$ cat src/cpd_pkg.sv
// constants, types and register map of the clock pin control block
// assumes one 50 MHz clock and an AXI4-Lite register port
package cpd_pkg;
    localparam int          CLOCK_HZ        = 50_000_000;
    localparam int          ADDR_W          = 4;
    localparam int          DATA_W          = 32;

    // register byte offsets
    localparam logic [3:0]  EXT_CLK_CTL_OFS = 4'h0;
    localparam logic [3:0]  CLK_SRC_CTL_OFS = 4'h4;
    localparam logic [3:0]  PIN_MUX_OFS     = 4'h8;
    localparam logic [3:0]  STATUS_OFS      = 4'hc;

    // external_clock_ctl_reg fields
    localparam int          DIV_LSB         = 0;
    localparam int          DIV_W           = 2;
    localparam int          PIN_SEL_BIT     = 6;
    // clock_source_ctl_reg fields
    localparam int          XTAL_OFF_BIT    = 14;
    localparam int          EXTIN_OFF_BIT   = 13;
    // pin mux register field
    localparam int          MUX_CLKOUT_BIT  = 0;

    // status register fields
    localparam int          STAT_DIV_LSB    = 0;
    localparam int          STAT_CLK_BIT    = 2;
    localparam int          STAT_REF_BIT    = 3;
    localparam int          STAT_EXT_BIT    = 4;
    localparam int          STAT_XTAL_BIT   = 5;
    localparam int          STAT_PIN_BIT    = 6;

    // reset values
    localparam logic [31:0] EXT_CLK_CTL_RST = 32'h0000_0000;
    localparam logic [31:0] CLK_SRC_CTL_RST = 32'h0000_0000;
    localparam logic [31:0] PIN_MUX_RST     = 32'h0000_0000;

    localparam logic [1:0]  RESP_OKAY       = 2'h0;
    localparam logic [1:0]  RESP_SLVERR     = 2'h2;

    // half periods of the divided clock in clock_i cycles
    localparam int          CNT_W           = 3;
    localparam logic [2:0]  HALF_BY1        = 3'h1;
    localparam logic [2:0]  HALF_BY2        = 3'h2;
    localparam logic [2:0]  HALF_BY4        = 3'h4;

    typedef enum logic [1:0] {
        DIV_BY4 = 2'h0,
        DIV_BY2 = 2'h1,
        DIV_BY1 = 2'h2,
        DIV_OFF = 2'h3
    } cpd_div_e;

    typedef struct packed {
        cpd_div_e div_sel;
        logic     pin_sel;
        logic     xtal_off;
        logic     extin_off;
        logic     mux_clkout;
    } cpd_ctl_s;

    localparam int          SYNC_N          = 3;
endpackage

$ cat src/cpd_divider.sv
// divider that turns clock_i into the system clock reference and the pin clock
// assumes div_sel_i comes from registers on the same clock
`timescale 1ns/100ps
module cpd_divider (
    input  wire logic              clock_i,
    input  wire logic              rst_i,
    input  wire cpd_pkg::cpd_div_e div_sel_i,
    output logic                   sys_ref_o,
    output logic                   clk_out_o
);
    logic [cpd_pkg::CNT_W-1:0] cnt;
    logic [cpd_pkg::CNT_W-1:0] next_cnt;
    logic                      next_clk_out;
    logic                      next_sys_ref;
    logic [cpd_pkg::CNT_W-1:0] half;

    always_comb begin
        case (div_sel_i)
            cpd_pkg::DIV_BY1: half = cpd_pkg::HALF_BY1;
            cpd_pkg::DIV_BY2: half = cpd_pkg::HALF_BY2;
            default:          half = cpd_pkg::HALF_BY4;
        endcase
        // the reference toggles every cycle and stands for the system clock
        next_sys_ref = ~sys_ref_o;
        next_cnt     = cnt + 3'h1;
        next_clk_out = clk_out_o;
        if (div_sel_i == cpd_pkg::DIV_OFF) begin
            next_cnt     = '0;
            next_clk_out = 1'b0;
        end else if (next_cnt >= half) begin
            next_cnt     = '0;
            next_clk_out = ~clk_out_o;
        end
    end

    always_ff @(posedge clock_i) begin
        if (rst_i) begin
            cnt       <= '0;
            clk_out_o <= 1'b0;
            sys_ref_o <= 1'b0;
        end else begin
            cnt       <= next_cnt;
            clk_out_o <= next_clk_out;
            sys_ref_o <= next_sys_ref;
        end
    end
endmodule

$ cat src/cpd_clock_pin_ctl.sv
// clock pin control: output divider, pin mux and external clock source selection
// assumes an AXI4-Lite master on clock_i; pin inputs are asynchronous
// How it works
// - pin clock runs at system clock, half or quarter, chosen by bits 1:0
// - after reset the divider field selects divide-by-four
// - divider field value 3 stops the pin clock entirely
// - pin carries the clock only while its mux selects clock output
// - select bit picks which shared pin feeds the external oscillator path
// - bit 14 of clock source control disables the crystal oscillator
// - bit 13 of clock source control disables the external clock input
//
// Design decisions made here: the address map and the AXI4-Lite interface to the registers.
`timescale 1ns/100ps
module cpd_clock_pin_ctl (
    input  wire logic        clock_i,
    input  wire logic        rst_i,
    // axi4-lite slave
    input  wire logic [3:0]  s_axi_awaddr_i,
    input  wire logic        s_axi_awvalid_i,
    output logic             s_axi_awready_o,
    input  wire logic [31:0] s_axi_wdata_i,
    input  wire logic [3:0]  s_axi_wstrb_i,
    input  wire logic        s_axi_wvalid_i,
    output logic             s_axi_wready_o,
    output logic [1:0]       s_axi_bresp_o,
    output logic             s_axi_bvalid_o,
    input  wire logic        s_axi_bready_i,
    input  wire logic [3:0]  s_axi_araddr_i,
    input  wire logic        s_axi_arvalid_i,
    output logic             s_axi_arready_o,
    output logic [31:0]      s_axi_rdata_o,
    output logic [1:0]       s_axi_rresp_o,
    output logic             s_axi_rvalid_o,
    input  wire logic        s_axi_rready_i,
    // shared clock output pin and its other function
    input  wire logic        gpio_func_out_i,
    input  wire logic        gpio_func_oe_n_i,
    output logic             clkout_shared_pin_o,
    output logic             clkout_shared_pin_oe_n_o,
    // clock source pins
    input  wire logic        default_ext_clk_pin_i,
    input  wire logic        alt_ext_clk_pin_i,
    input  wire logic        crystal_input_pin_i,
    output logic             ext_osc_input_o,
    output logic             xtal_osc_en_o,
    output logic             ext_path_en_o
);
    // ---------------- registers ----------------
    logic [31:0] ext_clk_ctl;
    logic [31:0] clk_src_ctl;
    logic [31:0] pin_mux;
    logic [31:0] next_ext_clk_ctl;
    logic [31:0] next_clk_src_ctl;
    logic [31:0] next_pin_mux;

    cpd_pkg::cpd_ctl_s ctl;

    // ---------------- write channel state ----------------
    logic        aw_held;
    logic [3:0]  aw_addr;
    logic        w_held;
    logic [31:0] w_data;
    logic [3:0]  w_strb;
    logic        next_aw_held;
    logic [3:0]  next_aw_addr;
    logic        next_w_held;
    logic [31:0] next_w_data;
    logic [3:0]  next_w_strb;
    logic        next_awready;
    logic        next_wready;
    logic        next_bvalid;
    logic [1:0]  next_bresp;

    // ---------------- read channel state ----------------
    logic        next_arready;
    logic        next_rvalid;
    logic [31:0] next_rdata;
    logic [1:0]  next_rresp;

    // ---------------- pin side ----------------
    logic [cpd_pkg::SYNC_N-1:0] sync_a;
    logic [cpd_pkg::SYNC_N-1:0] sync_b;
    logic                       sys_ref;
    logic                       div_clk;
    logic                       next_pin;
    logic                       next_pin_oe_n;
    logic                       next_ext_in;
    logic                       next_xtal_en;
    logic                       next_ext_en;
    logic [31:0]                status;

    logic        aw_go;
    logic        w_go;
    logic        do_write;
    logic [3:0]  wr_addr;
    logic [31:0] wr_data;
    logic [3:0]  wr_strb;
    logic        ar_go;

    // merge byte lanes of a write into a register value
    function automatic logic [31:0] apply_strb(input logic [31:0] old_v,
                                               input logic [31:0] new_v,
                                               input logic [3:0]  strb);
        logic [31:0] res;
        res = old_v;
        for (int i = 0; i < 4; i++) begin
            if (strb[i]) begin
                res[i*8 +: 8] = new_v[i*8 +: 8];
            end
        end
        return res;
    endfunction

    function automatic logic is_mapped(input logic [3:0] a);
        logic ok;
        ok = 1'b0;
        if (a == cpd_pkg::EXT_CLK_CTL_OFS) begin
            ok = 1'b1;
        end else if (a == cpd_pkg::CLK_SRC_CTL_OFS) begin
            ok = 1'b1;
        end else if (a == cpd_pkg::PIN_MUX_OFS) begin
            ok = 1'b1;
        end else if (a == cpd_pkg::STATUS_OFS) begin
            ok = 1'b1;
        end
        return ok;
    endfunction

    // ---------------- control fields ----------------
    always_comb begin
        ctl.div_sel    = cpd_pkg::cpd_div_e'(ext_clk_ctl[cpd_pkg::DIV_LSB +: cpd_pkg::DIV_W]);
        ctl.pin_sel    = ext_clk_ctl[cpd_pkg::PIN_SEL_BIT];
        ctl.xtal_off   = clk_src_ctl[cpd_pkg::XTAL_OFF_BIT];
        ctl.extin_off  = clk_src_ctl[cpd_pkg::EXTIN_OFF_BIT];
        ctl.mux_clkout = pin_mux[cpd_pkg::MUX_CLKOUT_BIT];
    end

    cpd_divider u_divider (
        .clock_i   (clock_i),
        .rst_i     (rst_i),
        .div_sel_i (ctl.div_sel),
        .sys_ref_o (sys_ref),
        .clk_out_o (div_clk)
    );

    // ---------------- write path ----------------
    always_comb begin
        aw_go    = s_axi_awvalid_i && s_axi_awready_o;
        w_go     = s_axi_wvalid_i && s_axi_wready_o;
        wr_addr  = aw_held ? aw_addr : s_axi_awaddr_i;
        wr_data  = w_held ? w_data : s_axi_wdata_i;
        wr_strb  = w_held ? w_strb : s_axi_wstrb_i;
        do_write = (aw_held || aw_go) && (w_held || w_go);

        next_aw_held = aw_held;
        next_aw_addr = aw_addr;
        next_w_held  = w_held;
        next_w_data  = w_data;
        next_w_strb  = w_strb;
        next_bvalid  = s_axi_bvalid_o;
        next_bresp   = s_axi_bresp_o;
        next_ext_clk_ctl = ext_clk_ctl;
        next_clk_src_ctl = clk_src_ctl;
        next_pin_mux     = pin_mux;

        if (aw_go) begin
            next_aw_held = 1'b1;
            next_aw_addr = s_axi_awaddr_i;
        end
        if (w_go) begin
            next_w_held = 1'b1;
            next_w_data = s_axi_wdata_i;
            next_w_strb = s_axi_wstrb_i;
        end
        if (s_axi_bvalid_o && s_axi_bready_i) begin
            next_bvalid = 1'b0;
        end
        if (do_write) begin
            next_aw_held = 1'b0;
            next_w_held  = 1'b0;
            next_bvalid  = 1'b1;
            next_bresp   = cpd_pkg::RESP_OKAY;
            if (wr_addr == cpd_pkg::EXT_CLK_CTL_OFS) begin
                next_ext_clk_ctl = apply_strb(ext_clk_ctl, wr_data, wr_strb);
            end else if (wr_addr == cpd_pkg::CLK_SRC_CTL_OFS) begin
                next_clk_src_ctl = apply_strb(clk_src_ctl, wr_data, wr_strb);
            end else if (wr_addr == cpd_pkg::PIN_MUX_OFS) begin
                next_pin_mux = apply_strb(pin_mux, wr_data, wr_strb);
            end else if (wr_addr != cpd_pkg::STATUS_OFS) begin
                next_bresp = cpd_pkg::RESP_SLVERR;
            end
        end
        // a channel is open only while nothing of it is held and no response waits
        next_awready = !next_aw_held && !next_bvalid;
        next_wready  = !next_w_held && !next_bvalid;
    end

    always_ff @(posedge clock_i) begin
        if (rst_i) begin
            ext_clk_ctl     <= cpd_pkg::EXT_CLK_CTL_RST;
            clk_src_ctl     <= cpd_pkg::CLK_SRC_CTL_RST;
            pin_mux         <= cpd_pkg::PIN_MUX_RST;
            aw_held         <= 1'b0;
            aw_addr         <= 4'h0;
            w_held          <= 1'b0;
            w_data          <= 32'h0000_0000;
            w_strb          <= 4'h0;
            s_axi_awready_o <= 1'b0;
            s_axi_wready_o  <= 1'b0;
            s_axi_bvalid_o  <= 1'b0;
            s_axi_bresp_o   <= cpd_pkg::RESP_OKAY;
        end else begin
            ext_clk_ctl     <= next_ext_clk_ctl;
            clk_src_ctl     <= next_clk_src_ctl;
            pin_mux         <= next_pin_mux;
            aw_held         <= next_aw_held;
            aw_addr         <= next_aw_addr;
            w_held          <= next_w_held;
            w_data          <= next_w_data;
            w_strb          <= next_w_strb;
            s_axi_awready_o <= next_awready;
            s_axi_wready_o  <= next_wready;
            s_axi_bvalid_o  <= next_bvalid;
            s_axi_bresp_o   <= next_bresp;
        end
    end

    // ---------------- read path ----------------
    always_comb begin
        status = 32'h0000_0000;
        status[cpd_pkg::STAT_DIV_LSB +: cpd_pkg::DIV_W] = ctl.div_sel;
        status[cpd_pkg::STAT_CLK_BIT]  = div_clk;
        status[cpd_pkg::STAT_REF_BIT]  = sys_ref;
        status[cpd_pkg::STAT_EXT_BIT]  = ext_osc_input_o;
        status[cpd_pkg::STAT_XTAL_BIT] = sync_b[2];
        status[cpd_pkg::STAT_PIN_BIT]  = !clkout_shared_pin_oe_n_o && ctl.mux_clkout;

        ar_go        = s_axi_arvalid_i && s_axi_arready_o;
        next_rvalid  = s_axi_rvalid_o;
        next_rdata   = s_axi_rdata_o;
        next_rresp   = s_axi_rresp_o;
        if (s_axi_rvalid_o && s_axi_rready_i) begin
            next_rvalid = 1'b0;
        end
        if (ar_go) begin
            next_rvalid = 1'b1;
            next_rresp  = cpd_pkg::RESP_OKAY;
            next_rdata  = 32'h0000_0000;
            if (s_axi_araddr_i == cpd_pkg::EXT_CLK_CTL_OFS) begin
                next_rdata = ext_clk_ctl;
            end else if (s_axi_araddr_i == cpd_pkg::CLK_SRC_CTL_OFS) begin
                next_rdata = clk_src_ctl;
            end else if (s_axi_araddr_i == cpd_pkg::PIN_MUX_OFS) begin
                next_rdata = pin_mux;
            end else if (s_axi_araddr_i == cpd_pkg::STATUS_OFS) begin
                next_rdata = status;
            end
            if (!is_mapped(s_axi_araddr_i)) begin
                next_rresp = cpd_pkg::RESP_SLVERR;
            end
        end
        next_arready = !next_rvalid;
    end

    always_ff @(posedge clock_i) begin
        if (rst_i) begin
            s_axi_arready_o <= 1'b0;
            s_axi_rvalid_o  <= 1'b0;
            s_axi_rdata_o   <= 32'h0000_0000;
            s_axi_rresp_o   <= cpd_pkg::RESP_OKAY;
        end else begin
            s_axi_arready_o <= next_arready;
            s_axi_rvalid_o  <= next_rvalid;
            s_axi_rdata_o   <= next_rdata;
            s_axi_rresp_o   <= next_rresp;
        end
    end

    // ---------------- pins ----------------
    always_comb begin
        if (ctl.mux_clkout) begin
            next_pin      = div_clk;
            next_pin_oe_n = 1'b0;
        end else begin
            next_pin      = gpio_func_out_i;
            next_pin_oe_n = gpio_func_oe_n_i;
        end
        // sync_b order: default pin, alternate pin, crystal pin
        next_ext_in  = (ctl.pin_sel ? sync_b[1] : sync_b[0]) && !ctl.extin_off;
        next_xtal_en = !ctl.xtal_off;
        next_ext_en  = !ctl.extin_off;
    end

    always_ff @(posedge clock_i) begin
        if (rst_i) begin
            sync_a                   <= '0;
            sync_b                   <= '0;
            clkout_shared_pin_o      <= 1'b0;
            clkout_shared_pin_oe_n_o <= 1'b1;
            ext_osc_input_o          <= 1'b0;
            xtal_osc_en_o            <= 1'b0;
            ext_path_en_o            <= 1'b0;
        end else begin
            sync_a                   <= {crystal_input_pin_i, alt_ext_clk_pin_i, default_ext_clk_pin_i};
            sync_b                   <= sync_a;
            clkout_shared_pin_o      <= next_pin;
            clkout_shared_pin_oe_n_o <= next_pin_oe_n;
            ext_osc_input_o          <= next_ext_in;
            xtal_osc_en_o            <= next_xtal_en;
            ext_path_en_o            <= next_ext_en;
        end
    end
endmodule

$ cat config.mk
export PLATFORM = sky130hd
export DESIGN_NAME = cpd_clock_pin_ctl
export DESIGN_NICKNAME = d
export VERILOG_FILES = /design/src/cpd_pkg.sv /design/src/cpd_divider.sv /design/src/cpd_clock_pin_ctl.sv
export SDC_FILE = /design/constraint.sdc
export NUM_CORES = 1
export LEC_CHECK = 0
export ABC_AREA = 0
export BUFFER_PORTS_ARGS = -buffer_cell sky130_fd_sc_hd__buf_2
export CAP_MARGIN = 10
export CORE_MARGIN = 1.5
export CORE_UTILIZATION = 50
export CTS_BUF_LIST = sky130_fd_sc_hd__clkbuf_4
export DETAILED_ROUTE_END_ITERATION = 7
export GPL_ROUTABILITY_DRIVEN = 0
export GPL_TIMING_DRIVEN = 0
export HOLD_SLACK_MARGIN = 0.06
export PLACE_DENSITY_LB_ADDON = 0.1
export SLEW_MARGIN = 20
export SYNTH_ARGS = -nofsm -noshare
export SYNTH_HDL_FRONTEND = slang
export SYNTH_SLANG_ARGS = --single-unit
$ cat constraint.sdc
create_clock -name clock_i -period 4.9 [get_ports clock_i]
set_input_delay 1.47 -clock clock_i [delete_from_list [all_inputs] [get_ports clock_i]]
set_output_delay 1.47 -clock clock_i [all_outputs]
set_load 0.02 [all_outputs]
==> Implementation_results.wiki <==
{| class="wikitable"
! Metric !! Value
|-
| Result of the run || complete, no violations
|-
| Critical Path Max Stage Delay || around 920 ps
|-
| Min-Delay Path Depth || 1
|-
| Cell types with the largest area share after synthesis || dfxtp_1 (49%), a211oi_1 (12%), a21oi_1 (8.9%)
|-
| Via total after detailed routing || between 7,000 and 8,000
|-
| Count of placed standard cells including taps || about 1,200
|-
| Sort of element at the end of the critical path || flop
|-
| Starting density of the core || 0.5166
|-
| Combined area of the multi-input logic cells || 3700 sq um
|-
| Fraction of final layout cells with drive strength greater than 1 || 0.1813
|-
| Number of routed nets with antenna violations || 0
|-
| Share of the synthesized area in the top cell type || 0.4866
|-
| Max-slew headroom || 0.3341
|-
| Sequential cell area in the final layout || a little under 4000 sq um
|-
| Fin Hold WS || 420.1 ps
|-
| Synth Instances || 873
|-
| Worst Reg2Reg Path Length in Cells || 5
|-
| Register bit count reported by yosys || just under 200
|-
| Post-route fraction of the period consumed by the critical path || 0.6377
|-
| Std cell rows || 45
|-
| Quantity of I/O buffers inserted on ports || a little under 100
|-
| Clock tree from TritonCTS || done
|-
| Cell class contributing the biggest share of worst-path delay || simple AND/OR/NAND/NOR gates
|-
| Antenna violations before repair || 0
|-
| Chip height || 129.0 um
|-
| Max-slew violations || 0
|-
| H-tree depth || 4
|-
| Total of endpoints with negative setup slack in the final report || 0
|-
| Post-placement setup slack || 1210 ps
|-
| Pwr dens || 332.7 nW/um^2
|-
| Detailed-route vias per instance || ~5.8
|-
| Post-CTS setup repair buffer count || 0
|-
| Total Nets Final || 1,054
|-
| Detailed-routing iteration count for the pre-antenna-repair pass || 6
|-
| GRT Resource Usage Total || 0.2817
|-
| CP Cell Sequence || buf_2 > clkbuf_1 > nor4_2 > clkbuf_1 > nand2_1 > a211oi_1
|-
| Measured slew at the worst slew-check pin || a little under 1000 ps
|-
| Clk Tree Root Cell || clkbuf_4
|-
| Number of buffers on the longest clock path || 2
|-
| Crit path launch type || input pin
|-
| Crit-path slowest cell || nor4_2
|-
| Final min period || 3125 ps
|-
| Number of gates on the worst path with buffers counted || 6
|-
| Most common library cell in the layout ignoring fill and taps || dfxtp_1
|-
| Via count of the first global-routing pass || roughly 6,300
|-
| Cell taking the most area after synthesis || dfxtp_1
|-
| Setup Total Neg Slack || 0 ps
|-
| Routed wirelength normalized by instance count || approximately 19 um
|-
| Horizontal die dimension || about 130 um
|-
| Critical path arrival || approximately 3600 ps
|-
| Count of placed standard cells in the final layout, fillers left out || 1,215
|-
| Total of fill cells in the finished design || approximately 1,400
|-
| Post-DP HPWL || 16,100 um
|-
| Number of synthesis warnings || 0
|-
| Worst setup path category || input pin to flop
|-
| Maximum fanout count along the critical path || 10
|-
| Area of the mapped netlist || about 7900 sq um
|-
| Sequential share of the synthesized area || 0.4866
|-
| Syn_area_per_cell || 9.095 sq um
|-
| Num ports || 102
|-
| DRC violations left || 0
|-
| Clock slew seen by the registers of the worst setup and hold paths || ~140 ps
|-
| RSZ-0062 raised after global routing || no
|-
| Number of distinct standard cells referenced by the synthesized netlist || 43
|-
| Detailed Route Iter0 Violations || 675
|-
| Max Clock Freq || 0.3200 GHz
|-
| Worst clock skew on the final layout || about 19 ps
|-
| Total wirelength of the detailed-routed design || 22,820 um
|-
| Worst setup margin || 1775 ps
|-
| Post-CTS Hold Buffers || 0
|-
| Static power due to leakage || ~3.2 nW
|-
| Antenna diode count || 0
|-
| Clock buffer count from CTS || 17
|-
| Worst EP required || around 5400 ps
|-
| Area of the placeable core || around 15,000 sq um
|-
| Number of cells upsized or downsized after cts || 0
|-
| Clock latency reported for the late side of the worst-skew pair || approximately 610 ps
|-
| Type of the tightest min-delay check || flop to flop
|-
| WP buf/inv || 3
|-
| Die footprint || 16,640 sq um
|-
| GR Overflow Total || 0
|-
| First-pass GRT wire length || approximately 35,000 um
|-
| Final hold violation count || 0
|-
| Max cap viols || 0
|-
| Leading cell types in the layout, fill and taps excluded || dfxtp_1 (193), a21oi_1 (141), a211oi_1 (125), buf_2 (123), nand2_1 (120)
|-
| Worst IR drop on VDD || 0.0002443 V
|-
| Cell with the most instances on the worst path || clkbuf_1
|-
| Largest net degree at the start of global routing || 17
|-
| Growth of design area from synthesis to finish || 13.60%
|-
| Clock Sinks || between 150 and 200
|}
-- synth_stat cells --
cell type  instances
buf_2             25
nor4_1             3
o221ai_1           1
o211ai_1           8
or4_1              1
a211oi_4           4
xor2_1             1
buf_1              2
a21oi_2            3
dfxtp_1          193
a21boi_2           1
o21ai_0            8
or3b_4             2
nor3b_1            1
inv_1              7
conb_1             1
buf_4              8
nor4b_2            1
and2_1            12
ha_1               7
a211oi_1         125
and3_1             2
a221oi_1          25
a31oi_1            1
nor4_2             1
or3b_1             2
nor3_1             7
nand3b_1           2
a21oi_4            2
nand2_1          120
mux2i_1           36
clkbuf_1          40
a21oi_1          141
a21o_1             2
nand2b_1           3
and3b_1            1
nor2_1            45
a211oi_2           3
nor2b_1           16
buf_6              2
nand3_1            4
or3_1              3
a21boi_4           1
-- kinds of logic (layout without fill, tap and decap cells) --
kind of cell	Yosys count	in the layout	synth area share
AOI/OAI and AO/OA	325	325	0.2770
and+or+nand+nor	226	226	0.1291
DFF	193	193	0.4866
buffers and inverters	84	214	0.04932
muxes	36	36	0.04538
adders and majority gates	7	7	0.01103
other	1	2	0.0004723
xor gates and xnor gates	1	1	0.001103
-- sequential cells by signal, summed over array words and instances (netlist names), 3 cells and up --
name / count
sync_a: 3
pin_mux: 32
clk_src_ctl: 32
w_strb: 4
aw_addr: 4
ext_clk_ctl: 32
sync_b: 3
u_divider.cnt: 3
s_axi_rdata_o: 32
w_data: 32
-- where the power goes --
part | total, W | switching [W] | internal, W | leakage, nW
sequential | 0.00166 | 0.0000314 | 0.00162 | 1.57
combinational | 0.000404 | 0.000270 | 0.000134 | 1.46
clock | 0.000941 | 0.000533 | 0.000408 | 0.169
-- worst paths after layout --
| kind | from | to | slack (ps) |
|---|---|---|---|
| setup / recovery | s_axi_araddr_i[3] | s_axi_rdata_o[30] | 1780 |
| hold / removal | u_divider.sys_ref_o | u_divider.sys_ref_o | 420 |
| setup reg to reg | w_held | ext_clk_ctl[26] | 2610 |
| hold reg to reg | u_divider.sys_ref_o | u_divider.sys_ref_o | 420 |
-- per-stage QoR --
stage	power (W)	instance area (sq um)	util
floorplan	0.001943	7944	-
global placement	0.002087	8698	0.5659
detailed placement	0.002090	8698	0.5659
CTS	0.003004	9009	0.5861
global route	0.003118	9020	0.5868
finish	0.003001	9020	0.5868
-- layer usage --
layer / global-route usage / share of wire / vias up
met1: 0.4019 / 0.46 / 3328
met4: 0.07997 / 0.016 / 0
met2: 0.4344 / 0.45 / 255
li1: - / - / 3397
met5: 0 / 0 / -
met3: 0.05656 / 0.066 / 32
-- final cells by class --
| cell class | count | share of cell area |
|---|---|---|
| Clock inverter | 13 | 0.01859 |
| Timing Repair Buffer | 98 | 0.05438 |
| Multi-Input combinational cell | 597 | 0.4102 |
| Sequential cell | 193 | 0.4284 |
| Tap cell | 211 | 0.02927 |
| Clock buffer | 19 | 0.01581 |
| Buffer | 77 | 0.04050 |
| Inverter | 7 | 0.002913 |
(Power assumes the default switching activity.)
